File: src/lwm_regs.svh
/*
 lwm register offsets, field positions, reset values and timing counts.
 assumes a 250 MHz REF_CLK and a 1 us internal oscillator tick.
*/
`ifndef LWM_REGS_SVH
`define LWM_REGS_SVH

// ==========================================
// register map (word index = address[3:2])
`define LWM_ADDR_CTRL 2'h0
`define LWM_ADDR_STAT 2'h1
`define LWM_CTRL_RST 2'h3
`define LWM_CTRL_LOCAL 0
`define LWM_CTRL_WDOG 1
`define LWM_ST_MODE 2:0
`define LWM_ST_WREQ 3
`define LWM_ST_WSRC 4
`define LWM_ST_SLEW 5
`define LWM_ST_RSTN 6
`define LWM_ST_TSD 7

// ==========================================
// timing
`define LWM_CLK_NS 4
`define LWM_TICK_NS 1000
`define LWM_TICK_CYC (`LWM_TICK_NS / `LWM_CLK_NS)
`define LWM_TK(us) ((((us) * 1000) + `LWM_TICK_NS - 1) / `LWM_TICK_NS)
`define LWM_BUS_WAKE_US 150
`define LWM_SW_WAKE_US 50
`define LWM_IGN_WAKE_US 250
`define LWM_RES_DELAY_US 4000
`define LWM_RR_FILT_US 10
`define LWM_STBY_TO_US 350000
`define LWM_DEB_US 1

`endif

File: src/lwm_pkg.sv
/*
 lwm shared types: mode states, filter indices, data words.
 assumes nothing of its surroundings.
*/
`default_nettype none
package lwm_pkg;
    typedef logic [31:0] lwm_word_t;
    typedef logic [19:0] lwm_cnt_t;
    typedef enum logic [2:0] {ST_INIT, ST_STANDBY, ST_NORMAL, ST_SILENT, ST_SLEEP} lwm_state_e;
    typedef enum int {F_BUS, F_SW, F_IGN, F_IGNL, F_POR, F_RRF, F_STBY, F_DEB, F_NUM} lwm_flt_e;
endpackage
`default_nettype wire

File: src/lwm_if.sv
/*
 lwm carriers: filter timer channel and register slave channel.
 assumes lwm_pkg is compiled first.
*/
`timescale 1ns/1ps
`default_nettype none
interface lwm_flt_if;
    logic tick;
    logic act;
    lwm_pkg::lwm_cnt_t limit;
    logic held;
    modport core (output tick, output act, output limit, input held);
    modport flt (input tick, input act, input limit, output held);
endinterface

interface lwm_reg_if;
    logic [3:0] address;
    logic [3:0] byteenable;
    logic read;
    logic write;
    lwm_pkg::lwm_word_t writedata;
    lwm_pkg::lwm_word_t readdata;
    logic waitrequest;
    logic [1:0] ctrl;
    logic [7:0] status;
    modport core (output address, output byteenable, output read, output write,
        output writedata, output status, input readdata, input waitrequest, input ctrl);
    modport slv (input address, input byteenable, input read, input write,
        input writedata, input status, output readdata, output waitrequest, output ctrl);
endinterface
`default_nettype wire

File: src/lwm_top.sv
/*
 lwm mode, wake-up and reset sequencer of a lin transceiver.
 assumes synchronous pin inputs and analog comparators given as levels.
*/
// Decided for this implementation: the placing of the registers and register access over Avalon-MM.
// Operation
// - sleep leaves to standby on remote/local wake
// - power-on or undervoltage passes init, then standby
// - remote wake: fall, long dominant, rise; rxd low
// - switch wake: fall then low past filter
// - ignition high over 250 us wakes to standby
// - ignition rearms after low over 250 us
// - ignition level ignores enable mode switching
// - local wake flag shown low on txd
// - enable high clears wake request and flag
// - reset delay starts when supplies good
// - vcc dropout asserts reset only after filter
// - watchdog starts at reset release, drives reset in normal
// - over-temperature forces standby, transmit and wake detection off
// - thermal recovery: standby, normal if enable high
// - standby timeout cleared during thermal shutdown
// - battery undervoltage forces init then standby
// - enable high at power-up gives normal
// - regulator off during battery undervoltage
// - transmit blocked sleep, silent, thermal, reset
// - bus level debounced onto rxd
// - slew output normal or low setting
// - basic variant: remote wake only, no flag
// - first enable rise latches slew from txd
// - standby times out to sleep after 350 ms
// - enable fall: txd high silent, low sleep
// - reset delay lasts 4 ms
`timescale 1ns/1ps
`default_nettype none
`include "lwm_regs.svh"
module lwm_top #(
    parameter int TICK_CYC = `LWM_TICK_CYC,
    parameter int BUS_WAKE_TK = `LWM_TK(`LWM_BUS_WAKE_US),
    parameter int SW_WAKE_TK = `LWM_TK(`LWM_SW_WAKE_US),
    parameter int IGN_WAKE_TK = `LWM_TK(`LWM_IGN_WAKE_US),
    parameter int RES_DELAY_TK = `LWM_TK(`LWM_RES_DELAY_US),
    parameter int RR_FILT_TK = `LWM_TK(`LWM_RR_FILT_US),
    parameter int STBY_TO_TK = `LWM_TK(`LWM_STBY_TO_US),
    parameter int DEB_TK = `LWM_TK(`LWM_DEB_US)
) (
    // clock and reset
    input wire logic REF_CLK,
    input wire logic RESET,
    // avalon-mm slave
    input wire logic [3:0] AVS_ADDRESS,
    input wire logic [3:0] AVS_BYTEENABLE,
    input wire logic AVS_READ,
    input wire logic AVS_WRITE,
    input wire lwm_pkg::lwm_word_t AVS_WRITEDATA,
    output lwm_pkg::lwm_word_t AVS_READDATA,
    output logic AVS_WAITREQUEST,
    // host pins
    input wire logic EN,
    input wire logic TXD_IN,
    output logic TXD_OUT,
    output logic TXD_OE,
    output logic RXD_OUT,
    output logic RESET_OUTPUT_N,
    input wire logic WD_OK,
    output logic WD_RUN,
    // bus and local wake
    input wire logic LIN_IN,
    output logic LIN_DRV_DOM,
    output logic SLEW_LOW,
    input wire logic SWITCH_WAKE_N,
    input wire logic IGNITION_SENSE_INPUT,
    // supply and thermal
    input wire logic BATTERY_LOW,
    input wire logic VCC_OK,
    input wire logic THERMAL_SHUTDOWN,
    output logic REG_ON
);
    import lwm_pkg::*;

    lwm_state_e state_q;
    lwm_state_e state_d;
    logic [11:0] div_q;
    logic tick_q;
    logic en_q;
    logic lin_q;
    logic sw_q;
    logic ign_q;
    logic bus_arm_q;
    logic sw_arm_q;
    logic ign_arm_q;
    logic ign_lock_q;
    logic tsd_q;
    logic pend_q;
    logic rst_n_q;
    logic tx_en_q;
    logic slew_set_q;
    logic slew_low_q;
    logic rxd_bus_q;
    logic wake_req_q;
    logic wake_src_q;
    logic [1:0] cfg_q;
    logic en_rise;
    logic en_fall;
    logic lin_fall;
    logic lin_rise;
    logic sw_fall;
    logic ign_rise;
    logic listen;
    logic loc_ok;
    logic wake_rem;
    logic wake_loc;
    logic wake_any;

    lwm_reg_if rg ();
    lwm_flt_if fi[F_NUM] ();

    // ==========================================
    // register slave
    assign rg.address = AVS_ADDRESS;
    assign rg.byteenable = AVS_BYTEENABLE;
    assign rg.read = AVS_READ;
    assign rg.write = AVS_WRITE;
    assign rg.writedata = AVS_WRITEDATA;
    assign rg.status = {tsd_q, rst_n_q, slew_low_q, wake_src_q, wake_req_q, state_q};
    assign AVS_READDATA = rg.readdata;
    assign AVS_WAITREQUEST = rg.waitrequest;

    lwm_avs u_avs (
        .clk(REF_CLK),
        .rst(RESET),
        .rg(rg)
    );

    // ==========================================
    // oscillator tick and filter timers
    always_ff @(posedge REF_CLK)
    begin
        if (RESET || div_q == 12'(TICK_CYC - 1))
            div_q <= '0;
        else
            div_q <= div_q + 12'h001;
    end

    always_ff @(posedge REF_CLK)
    begin
        if (RESET)
            tick_q <= 1'b0;
        else
            tick_q <= div_q == 12'(TICK_CYC - 1);
    end

    for (genvar g = 0; g < F_NUM; g++)
    begin : g_flt
        assign fi[g].tick = tick_q;
        lwm_filt u_flt (
            .clk(REF_CLK),
            .rst(RESET),
            .f(fi[g])
        );
    end

    assign fi[F_BUS].limit = lwm_cnt_t'(BUS_WAKE_TK);
    assign fi[F_SW].limit = lwm_cnt_t'(SW_WAKE_TK);
    assign fi[F_IGN].limit = lwm_cnt_t'(IGN_WAKE_TK);
    assign fi[F_IGNL].limit = lwm_cnt_t'(IGN_WAKE_TK);
    assign fi[F_POR].limit = lwm_cnt_t'(RES_DELAY_TK);
    assign fi[F_RRF].limit = lwm_cnt_t'(RR_FILT_TK);
    assign fi[F_STBY].limit = lwm_cnt_t'(STBY_TO_TK);
    assign fi[F_DEB].limit = lwm_cnt_t'(DEB_TK);

    assign fi[F_BUS].act = bus_arm_q && !LIN_IN && listen;
    assign fi[F_SW].act = sw_arm_q && !SWITCH_WAKE_N && loc_ok;
    assign fi[F_IGN].act = ign_arm_q && IGNITION_SENSE_INPUT && loc_ok;
    assign fi[F_IGNL].act = ign_lock_q && !IGNITION_SENSE_INPUT;
    assign fi[F_POR].act = !rst_n_q && VCC_OK && REG_ON && !BATTERY_LOW;
    assign fi[F_RRF].act = rst_n_q && !VCC_OK;
    assign fi[F_STBY].act = state_q == ST_STANDBY && !tsd_q && !EN;
    assign fi[F_DEB].act = LIN_IN != rxd_bus_q;

    // ==========================================
    // edges and wake detection
    assign en_rise = EN && !en_q;
    assign en_fall = !EN && en_q;
    assign lin_fall = !LIN_IN && lin_q;
    assign lin_rise = LIN_IN && !lin_q;
    assign sw_fall = !SWITCH_WAKE_N && sw_q;
    assign ign_rise = IGNITION_SENSE_INPUT && !ign_q;
    assign listen = (state_q == ST_SLEEP || state_q == ST_SILENT) && !tsd_q;
    assign loc_ok = listen && cfg_q[`LWM_CTRL_LOCAL];
    assign wake_rem = listen && fi[F_BUS].held && lin_rise;
    assign wake_loc = loc_ok && (fi[F_SW].held || fi[F_IGN].held);
    assign wake_any = wake_rem || wake_loc;

    always_ff @(posedge REF_CLK)
    begin
        if (RESET)
        begin
            en_q <= 1'b0;
            lin_q <= 1'b1;
            sw_q <= 1'b1;
            ign_q <= 1'b0;
            tsd_q <= 1'b0;
        end
        else
        begin
            en_q <= EN;
            lin_q <= LIN_IN;
            sw_q <= SWITCH_WAKE_N;
            ign_q <= IGNITION_SENSE_INPUT;
            tsd_q <= THERMAL_SHUTDOWN;
        end
    end

    always_ff @(posedge REF_CLK)
    begin
        if (RESET || !listen || lin_rise)
            bus_arm_q <= 1'b0;
        else if (lin_fall)
            bus_arm_q <= 1'b1;
    end

    always_ff @(posedge REF_CLK)
    begin
        if (RESET || !loc_ok || SWITCH_WAKE_N)
            sw_arm_q <= 1'b0;
        else if (sw_fall)
            sw_arm_q <= 1'b1;
    end

    always_ff @(posedge REF_CLK)
    begin
        if (RESET || !IGNITION_SENSE_INPUT || ign_lock_q)
            ign_arm_q <= 1'b0;
        else if (ign_rise)
            ign_arm_q <= 1'b1;
    end

    always_ff @(posedge REF_CLK)
    begin
        if (RESET)
            ign_lock_q <= 1'b0;
        else if (fi[F_IGN].held && loc_ok)
            ign_lock_q <= 1'b1;
        else if (fi[F_IGNL].held)
            ign_lock_q <= 1'b0;
    end

    // ==========================================
    // mode state machine
    always_comb
    begin
        state_d = state_q;
        if (BATTERY_LOW)
            state_d = ST_INIT;
        else if (tsd_q)
            state_d = ST_STANDBY;
        else
        begin
            case (state_q)
                ST_INIT:
                    if (REG_ON)
                        state_d = ST_STANDBY;
                ST_STANDBY:
                    // ignition level plays no part here
                    if (rst_n_q && EN && (en_rise || pend_q))
                        state_d = ST_NORMAL;
                    else if (fi[F_STBY].held)
                        state_d = ST_SLEEP;
                ST_NORMAL:
                    if (!rst_n_q)
                        state_d = ST_STANDBY;
                    else if (en_fall)
                        state_d = TXD_IN ? ST_SILENT : ST_SLEEP;
                ST_SILENT:
                    if (!rst_n_q || wake_any)
                        state_d = ST_STANDBY;
                    else if (en_rise)
                        state_d = ST_NORMAL;
                ST_SLEEP:
                    if (wake_any || EN)
                        state_d = ST_STANDBY;
                default:
                    state_d = ST_INIT;
            endcase
        end
    end

    always_ff @(posedge REF_CLK)
    begin
        if (RESET)
            state_q <= ST_INIT;
        else
            state_q <= state_d;
    end

    always_ff @(posedge REF_CLK)
    begin
        if (RESET)
            pend_q <= 1'b0;
        else
            pend_q <= state_q == ST_INIT || tsd_q || (state_q == ST_SLEEP && EN) ||
                (state_q == ST_STANDBY && (pend_q || en_rise));
    end

    always_ff @(posedge REF_CLK)
    begin
        if (RESET)
            cfg_q <= `LWM_CTRL_RST;
        else if (state_q == ST_INIT && !BATTERY_LOW)
            cfg_q <= rg.ctrl;
    end

    always_ff @(posedge REF_CLK)
    begin
        if (RESET)
            REG_ON <= 1'b0;
        else
            REG_ON <= !BATTERY_LOW && state_q != ST_SLEEP;
    end

    // ==========================================
    // reset output and watchdog gate
    always_ff @(posedge REF_CLK)
    begin
        if (RESET || state_q == ST_INIT || BATTERY_LOW || fi[F_RRF].held)
            rst_n_q <= 1'b0;
        else if (fi[F_POR].held)
            rst_n_q <= 1'b1;
    end

    always_ff @(posedge REF_CLK)
    begin
        if (RESET)
        begin
            RESET_OUTPUT_N <= 1'b0;
            WD_RUN <= 1'b0;
        end
        else
        begin
            RESET_OUTPUT_N <= rst_n_q && !(cfg_q[`LWM_CTRL_WDOG] &&
                state_q == ST_NORMAL && !WD_OK);
            WD_RUN <= cfg_q[`LWM_CTRL_WDOG] && rst_n_q &&
                (state_q == ST_STANDBY || state_q == ST_NORMAL);
        end
    end

    // ==========================================
    // wake request and source flags
    always_ff @(posedge REF_CLK)
    begin
        if (RESET || state_q == ST_INIT)
        begin
            wake_req_q <= 1'b0;
            wake_src_q <= 1'b0;
        end
        else
        begin
            if (EN)
            begin
                wake_req_q <= 1'b0;
                wake_src_q <= 1'b0;
            end
            if (wake_any)
                wake_req_q <= 1'b1;
            if (wake_loc)
                wake_src_q <= 1'b1;
        end
    end

    // ==========================================
    // transceiver paths and slew
    always_ff @(posedge REF_CLK)
    begin
        if (RESET || state_q != ST_NORMAL)
            tx_en_q <= 1'b0;
        else if (TXD_IN)
            tx_en_q <= 1'b1;
    end

    always_ff @(posedge REF_CLK)
    begin
        if (RESET)
            rxd_bus_q <= 1'b1;
        else if (fi[F_DEB].held)
            rxd_bus_q <= LIN_IN;
    end

    always_ff @(posedge REF_CLK)
    begin
        if (RESET || state_q == ST_INIT)
        begin
            slew_set_q <= 1'b0;
            slew_low_q <= 1'b0;
        end
        else if (en_rise && !slew_set_q)
        begin
            slew_set_q <= 1'b1;
            slew_low_q <= !TXD_IN;
        end
    end

    always_ff @(posedge REF_CLK)
    begin
        if (RESET)
        begin
            LIN_DRV_DOM <= 1'b0;
            RXD_OUT <= 1'b1;
            TXD_OE <= 1'b0;
            SLEW_LOW <= 1'b0;
            TXD_OUT <= 1'b0;
        end
        else
        begin
            LIN_DRV_DOM <= state_q == ST_NORMAL && tx_en_q && !tsd_q && rst_n_q &&
                !TXD_IN;
            case (state_q)
                ST_NORMAL: RXD_OUT <= rxd_bus_q;
                ST_STANDBY: RXD_OUT <= !wake_req_q;
                ST_SILENT: RXD_OUT <= 1'b1;
                default: RXD_OUT <= 1'b0;
            endcase
            TXD_OE <= state_q == ST_STANDBY && wake_src_q;
            SLEW_LOW <= slew_low_q;
            TXD_OUT <= 1'b0;
        end
    end
endmodule
`default_nettype wire

File: src/lwm_filt.sv
/*
 lwm filter timer: counts oscillator ticks while act is high.
 assumes act drops to restart the count on every qualifying edge.
*/
`timescale 1ns/1ps
`default_nettype none
module lwm_filt (
    // clock and reset
    input wire logic clk,
    input wire logic rst,
    // channel
    lwm_flt_if.flt f
);
    import lwm_pkg::*;
    lwm_cnt_t cnt_q;
    logic held_q;

    // ==========================================
    // tick counter
    always_ff @(posedge clk)
    begin
        if (rst || !f.act)
            cnt_q <= '0;
        else if (f.tick && cnt_q != f.limit)
            cnt_q <= cnt_q + lwm_cnt_t'(1);
    end

    always_ff @(posedge clk)
    begin
        if (rst)
            held_q <= 1'b0;
        else
            held_q <= f.act && cnt_q == f.limit;
    end

    assign f.held = held_q;
endmodule
`default_nettype wire

File: src/lwm_avs.sv
/*
 lwm avalon-mm register slave with one wait state.
 assumes a master that holds its request until waitrequest is low.
*/
`timescale 1ns/1ps
`default_nettype none
`include "lwm_regs.svh"
module lwm_avs (
    // clock and reset
    input wire logic clk,
    input wire logic rst,
    // channel
    lwm_reg_if.slv rg
);
    import lwm_pkg::*;
    logic wait_q;
    logic [1:0] ctrl_q;
    lwm_word_t rdata_q;
    logic [1:0] idx;

    assign idx = rg.address[3:2];

    // ==========================================
    // handshake
    always_ff @(posedge clk)
    begin
        if (rst)
            wait_q <= 1'b1;
        else
            wait_q <= !((rg.read || rg.write) && wait_q);
    end

    always_ff @(posedge clk)
    begin
        if (rst)
            rdata_q <= '0;
        else if (rg.read && wait_q)
        begin
            case (idx)
                `LWM_ADDR_CTRL: rdata_q <= lwm_word_t'(ctrl_q);
                `LWM_ADDR_STAT: rdata_q <= lwm_word_t'(rg.status);
                default: rdata_q <= '0;
            endcase
        end
    end

    // ==========================================
    // control register
    always_ff @(posedge clk)
    begin
        if (rst)
            ctrl_q <= `LWM_CTRL_RST;
        else if (rg.write && !wait_q && idx == `LWM_ADDR_CTRL && rg.byteenable[0])
            ctrl_q <= rg.writedata[1:0];
    end

    assign rg.readdata = rdata_q;
    assign rg.waitrequest = wait_q;
    assign rg.ctrl = ctrl_q;
endmodule
`default_nettype wire

File: config.mk
export PLATFORM = sky130hd
export DESIGN_NAME = lwm_top
export DESIGN_NICKNAME = d
export VERILOG_FILES = /design/src/lwm_pkg.sv /design/src/lwm_if.sv /design/src/lwm_top.sv /design/src/lwm_filt.sv /design/src/lwm_avs.sv
export VERILOG_INCLUDE_DIRS = /design/src
export SDC_FILE = /design/constraint.sdc
export NUM_CORES = 1
export LEC_CHECK = 0
export BUFFER_PORTS_ARGS = -buffer_cell sky130_fd_sc_hd__buf_2
export CAP_MARGIN = 10
export CORE_MARGIN = 2
export CORE_UTILIZATION = 60
export CTS_CLUSTER_DIAMETER = 120
export CTS_CLUSTER_SIZE = 14
export DETAILED_ROUTE_END_ITERATION = 16
export PLACE_DENSITY = 0.76
export RECOVER_POWER = 25
export SLEW_MARGIN = 20
export SYNTH_ARGS = -nofsm -noshare
export SYNTH_HDL_FRONTEND = slang
export SYNTH_HIERARCHICAL = 1
export SYNTH_SLANG_ARGS = --single-unit
File: constraint.sdc
create_clock -name REF_CLK -period 2.55 [get_ports REF_CLK]
set_input_delay 0.3825 -clock REF_CLK [delete_from_list [all_inputs] [get_ports REF_CLK]]
set_output_delay 0.3825 -clock REF_CLK [all_outputs]
set_load 0.02 [all_outputs]
==> run summary, run 1 <==
status -> finished clean
share of power burned in combinational logic -> 6.1%
count of final hold-check violations -> 0
dpl hpwl -> 20000 µm
Switch Pwr -> 0.00147 W
Via Count -> 10900
FP Rows -> 53
VDD IR max -> 0.393 mV
max_cap viols -> 0
Seq cells post-synth -> 221
WHS -> 0.101 ns
vias in the first global route -> 9845
Ports -> 94
final max-slew violation count -> 0
Worst path max stage delay -> 0.53 ns
Pre-antenna DRT Iters -> 5
Flop pwr share -> 54.4%
register area -> 4430 µm²
Buffers on Ports -> 33
wire per inst -> 13.9 µm
Die Span Y -> 151 µm
critical path class -> flop to flop
hold path depth -> 2
worst relative slew slack -> 23.7%
Critical Path, Cell by Cell -> or3b_1 > a21oi_1 > nand2_1 > nor3b_1 > nor2b_1 > buf_4 > nand2_1 > a31o_2 > nand2_1
hold crit path type -> input pin to flop
Post-synth ARST share -> 0%
dominant cells by area after synthesis -> dfxtp_1, xnor2_1, nor2_1
Initial Utilization -> 61.4%
# Post-CTS Setup Buffers -> 0
commonest non-fill, non-tap cell in the layout -> xnor2_1
area leader, netlist -> dfxtp_1
first-pass GRT wire length -> 46100 µm
Clk pwr share -> 39.5%
clock latency on the worst-skew pair -> 0.49 ns
sequential element share of the synthesized area -> 34.1%
fillers -> 1802
vias per cell -> 5.44
crit path DAT -> 2.73 ns
skew final -> 0.0219 ns
ANT nets after route -> 0
unrepaired setup endpoints after global routing -> false
Internal -> 0.00494 W
Worst Setup End Kind -> flop
Sw Share -> 22.9%
EDFF count, synth -> 0
Fmax -> 437 MHz
clock buffer count from CTS -> 19
share of cells above drive strength 1 -> 9.03%
post-synth cell types -> 61
post-synthesis cell area -> 13000 µm²
most frequent cell on the critical path -> nand2_1
die area -> 22800 µm²
most frequent cells in the layout -> xnor2_1, dfxtp_1, nor2_1, conb_1, nand2_1
setup TNS -> 0 ns
Final Total Pwr -> 0.00641 W
crit path launch type -> flop
CORE AREA -> 21200 µm²
Worst path depth -> 9
CTS tree -> yes
DRC -> 0
Max stage delay cell, worst path -> or3b_1
largest net degree at the start of global routing -> 56
Finished Layout Cells -> 1994
Slew @ Worst Pin -> 1.14 ns
post-layout min period -> 2.29 ns
Leakage -> 5.65 nW
Clock transition at path regs -> 0.07 ns
Die Wd -> 151 µm
overflow left after global routing -> 0
DR iter-0 viols -> 604
hold bufs inserted after CTS -> 0
GRT Total Usage -> 24.2%
Nets -> 1780
area of the multi-input gates -> 8460 µm²
area added between synthesis and finish -> 9.81%
ys flop type -> dfxtp_1
initial antenna violation count -> 3
Cells after Synth -> 1551
Largest delay share family, worst path -> simple AND/OR/NAND/NOR gates
post-CTS sizing -> 0
Inst Count DP -> 1971
GP Congestion -> 0.863
Pwr per Cell Area -> 449 nW/µm²
Post-Syn Area per Cell -> 8.37 µm²
H-Tree Depth -> 1
Worst EP required -> 2.99 ns
clk buf depth -> 3
Root Driver -> clkbuf_16
Synth top area share -> 34.1%
warnings from Yosys -> 6
r2r worst-path depth -> 9
final core occ -> 67.4%
CP max FO -> 12
Routed WL -> 27700 µm
Setup-failing EPs final -> 0
clk sink count -> 221
crit share post-route -> 89.8%
CP bufs+invs -> 1
## power groups by stage
stage | registers, W | logic (W) | clock network [W]
after floorplan | 0.00357 | 0.000334 | 0
after CTS | 0.00349 | 0.000386 | 0.00262
final | 0.00349 | 0.000389 | 0.00253
after global placement | 0.00356 | 0.000378 | 0
after global routing | 0.00349 | 0.000433 | 0.00274
after detailed placement | 0.00357 | 0.000384 | 0
## final timing paths
check                        start                       end  slack (ns)
max                     state_q[0]  g_flt[1].u_flt/cnt_q[13]        0.26
min                  SWITCH_WAKE_N                      sw_q        0.10
max reg2reg             state_q[0]  g_flt[1].u_flt/cnt_q[13]        0.26
min reg2reg  g_flt[5].u_flt/f.held                   rst_n_q        0.40
## per-layer routing
metal	global-route usage, %	routed length, µm	share of wire, %	vias to the layer above
met2	42.0	13100	47	182
met3	3.25	1110	4.0	36
met5	0	11	0.040	-
met1	31.8	12800	46	5095
li1	-	-	-	5538
met4	6.59	625	2.3	2
## flip-flops by register name (all words and copies together) (netlist names), 2 cells and up
signal,flops
g_flt.u_flt/cnt_q,160
div_q,12
g_flt.u_flt/f.held,8
u_avs/rg.readdata,8
state_q,3
cfg_q,2
u_avs/rg.ctrl,2
## worst reg2reg max path: stages, from the launching register on
cell and delay (ns):
dfxtp_1 0.38, or3b_1 0.53, a21oi_1 0.22, nand2_1 0.14, nor3b_1 0.26, nor2b_1 0.17
buf_4 0.22, nand2_1 0.08, a31o_2 0.22, nand2_1 0.05
## cell type report
| cell class | instances | share of cell area (%) |
|---|---|---|
| Multi-Input combinational cell | 1376 | 59.3 |
| Timing Repair Buffer | 70 | 3.02 |
| Tap cell | 275 | 2.41 |
| Sequential cell | 221 | 31.0 |
| Clock inverter | 1 | 0.0351 |
| Antenna cell | 3 | 0.0526 |
| Inverter | 29 | 0.763 |
| Clock buffer | 19 | 3.33 |
## Yosys cell counts (4+ instances only)
library cell  number
dfxtp_1          221
nor2_2             8
a211oi_1          25
buf_6             18
nand4_1           72
and4_1             8
clkbuf_1          38
nor3_4             8
inv_1             28
nand2_1          170
xnor2_1          229
mux2i_1           12
a31o_1            24
nand2b_1          17
nand4_2            8
buf_4             33
nor2_1           201
a41o_1            32
nor4_1             4
a22oi_1            6
a21o_1             8
nor4_4             8
buf_1              8
a31o_2            16
xnor2_2            8
and3_1            49
ha_1              10
o21ai_0            6
a31oi_1           26
xor2_1             6
a21oi_1           88
buf_2             10
nor3_1            22
a21oi_2           16
nor2b_1           18
nand3_1           49
## per-stage QoR
stage | setup slack, ns | instance area, µm²
floorplan | 0.379 | 13700
global placement | 0.305 | 13800
detailed placement | 0.273 | 13800
CTS | 0.280 | 14300
global route | 0.0123 | 14300
finish | 0.261 | 14300
## cell families after synthesis
family,share of synthesized area [%]
AO/OA/AOI/OAI,15.0
XOR/XNOR,16.9
adder cells (fa/ha/maj),0.963
buffers and inverters,6.02
flip-flops,34.1
multiplexers,0.925
other,0.0867
AND/OR/NAND/NOR,26.1
(Power assumes the default switching activity.)
==> inputs of run 2 (changes only) <==
PLACE_DENSITY = 0.82   (was 0.76)
==> run 2 against run 1 <==
Against the previous run: register-to-register slack got worse by 0.06 ns; non-clock buffer count is 4 lower; hold slack is essentially flat; maximum frequency down 2.5%; largest power group unchanged; first-iteration DRC count increased by 6.1%; global-route usage rose by 0.38 points; via count increased by 0.76%; largest cell class unchanged.
==> run summary, run 2 (synthesis gave the netlist of run 1 again) <==
CTS tree -> yes
Routed WL -> 27900 µm (+0.89%)
clock buffer count from CTS -> 19 (unchanged)
overflow left after global routing -> 0 (unchanged)
Die Span Y -> 151 µm (unchanged)
Pre-antenna DRT Iters -> 7 (+2)
most frequent cells in the layout -> xnor2_1, dfxtp_1, nor2_1, conb_1, nand2_1
critical path class -> flop to flop
share of power burned in combinational logic -> 6.1% (about the same)
clk buf depth -> 3 (unchanged)
initial antenna violation count -> 3 (unchanged)
Setup-failing EPs final -> 0 (unchanged)
Critical Path, Cell by Cell -> or3b_1 > buf_4 > nand2_1 > nand2_1 > nor3b_1 > nor2b_1 > buf_4 > nand2_1 > a31oi_1 > a41o_1
Nets -> 1776 (-0.22%)
Flop pwr share -> 54.5% (about the same)
Ports -> 94 (unchanged)
Switch Pwr -> 0.00146 W (-0.31%)
first-pass GRT wire length -> 47000 µm (+1.9%)
Fmax -> 426 MHz (-2.5%)
Worst Setup End Kind -> flop
crit share post-route -> 92.1% (+2.3 points)
Top reg by flops -> g_flt.u_flt/cnt_q
area added between synthesis and finish -> 9.57%
vias per cell -> 5.49 (+0.96%)
Worst path max stage delay -> 0.45 ns (-0.08 ns)
dpl hpwl -> 19700 µm (-1.1%)
area of the multi-input gates -> 8470 µm² (about the same)
DRC -> 0 (unchanged)
Worst EP required -> 2.99 ns (about the same)
DR iter-0 viols -> 641 (+6.1%)
final core occ -> 67.3% (-0.15 points)
Clk pwr share -> 39.4% (about the same)
max_cap viols -> 0 (unchanged)
Initial Utilization -> 61.4% (unchanged)
Die Wd -> 151 µm (unchanged)
crit path DAT -> 2.79 ns (+0.06 ns)
Clock transition at path regs -> 0.06 ns (about the same)
GP Congestion -> 0.886 (+2.7%)
GRT Total Usage -> 24.6% (+0.38 points)
largest net degree at the start of global routing -> 56 (unchanged)
CP max FO -> 12 (unchanged)
skew final -> 0.0141 ns (-0.00778 ns)
status -> finished clean
clock latency on the worst-skew pair -> 0.50 ns (about the same)
Pwr per Cell Area -> 450 nW/µm² (+0.15%)
count of final hold-check violations -> 0 (unchanged)
clk sink count -> 221 (unchanged)
final max-slew violation count -> 0 (unchanged)
fillers -> 1780 (-1.2%)
H-Tree Depth -> 1 (unchanged)
register area -> 4430 µm² (unchanged)
Cell Area, Placed -> 13800 µm² (-0.22%)
top flop regs -> g_flt.u_flt/cnt_q x160, div_q x12
max FFs per register -> 160 (unchanged)
FP Rows -> 53 (unchanged)
vias in the first global route -> 10200 (+3.4%)
most frequent cell on the critical path -> nand2_1
VDD IR max -> 0.289 mV (-26%)
hold crit path type -> input pin to flop
post-layout min period -> 2.35 ns (+0.0594 ns)
CORE AREA -> 21200 µm² (unchanged)
share of cells above drive strength 1 -> 8.82% (-0.21 points)
setup TNS -> 0 ns (unchanged)
hold path depth -> 2 (unchanged)
crit path launch type -> flop
unrepaired setup endpoints after global routing -> false
Via Count -> 10900 (+0.76%)
Internal -> 0.00494 W (about the same)
Root Driver -> clkbuf_16
r2r worst-path depth -> 10 (+1)
die area -> 22800 µm² (unchanged)
ANT nets after route -> 0 (unchanged)
design area -> 14200 µm² (-0.22%)
commonest non-fill, non-tap cell in the layout -> xnor2_1
Buffers on Ports -> 33 (unchanged)
wire per inst -> 14.0 µm (+1.1%)
Slew @ Worst Pin -> 1.07 ns (-0.0751 ns)
worst relative slew slack -> 28.7% (+5.0 points)
Sw Share -> 22.8% (-0.056 points)
Leakage -> 5.63 nW (-0.40%)
Max stage delay cell, worst path -> dfxtp_1
[run 2: power by group through the flow]
stage          clock network (W)  registers, W  logic (W)
2_1_floorplan                  0       0.00357   0.000334
3_5_place_dp                   0       0.00357   0.000383
4_1_cts                  0.00260       0.00349   0.000386
5_1_grt                  0.00270       0.00349   0.000436
3_3_place_gp                   0       0.00357   0.000376
6_report                 0.00253       0.00349   0.000390
[run 2: per-stage QoR]
| stage | cells | power [W] | setup WS [ns] | hold slack, ns |
|---|---|---|---|---|
| floorplan | 1733 | 0.00390 | 0.379 | 0.375 |
| global placement | 1967 | 0.00394 | 0.258 | 0.383 |
| detailed placement | 1967 | 0.00395 | 0.242 | 0.387 |
| CTS | 1987 | 0.00647 | 0.219 | 0.0849 |
| global route | 1989 | 0.00663 | 0.0277 | 0.108 |
| finish | 1990 | 0.00641 | 0.201 | 0.101 |
[run 2: what timing repair did]
item                                    in CTS  in global routing
hold buffers                                 0                  0
buffers inserted                             0                  0
gates resized for setup                      0                  1
endpoints found under the setup margin       0                  1
[run 2: worst paths after layout]
check                             start                       to  slack [ns]
setup / recovery             state_q[2]  g_flt[0].u_flt/cnt_q[7]        0.20
setup reg to reg             state_q[2]  g_flt[0].u_flt/cnt_q[7]        0.20
hold / removal                AVS_WRITE     u_avs/rg.waitrequest        0.10
hold reg to reg   g_flt[5].u_flt/f.held                  rst_n_q        0.40
[run 2: per-layer routing]
metal	vias up	share of wire [%]	global-route usage, %
li1	5529	-	-
met1	5153	45	31.7
met2	220	49	42.9
met3	33	4.7	3.22
met4	0	2.0	7.76
met5	-	0	0
[run 2: final cells by class]
class                   count  area share (%)
diodes                      3          0.0528
flip-flops and latches    221            31.1
clock inverters             1          0.0352
clock buffers              19            3.34
repair buffers             66            2.79
well taps                 275            2.42
multi-input cells        1376            59.5
inverters                  29           0.765
[run 2: critical path: cells and delay by family, from the launching register on]
family / cells / cell delay (ns)
AND/OR/NAND/NOR: 6 / 1.18
AO/OA/AOI/OAI: 2 / 0.28
buffers and inverters: 2 / 0.39
flip-flops: 1 / 0.45
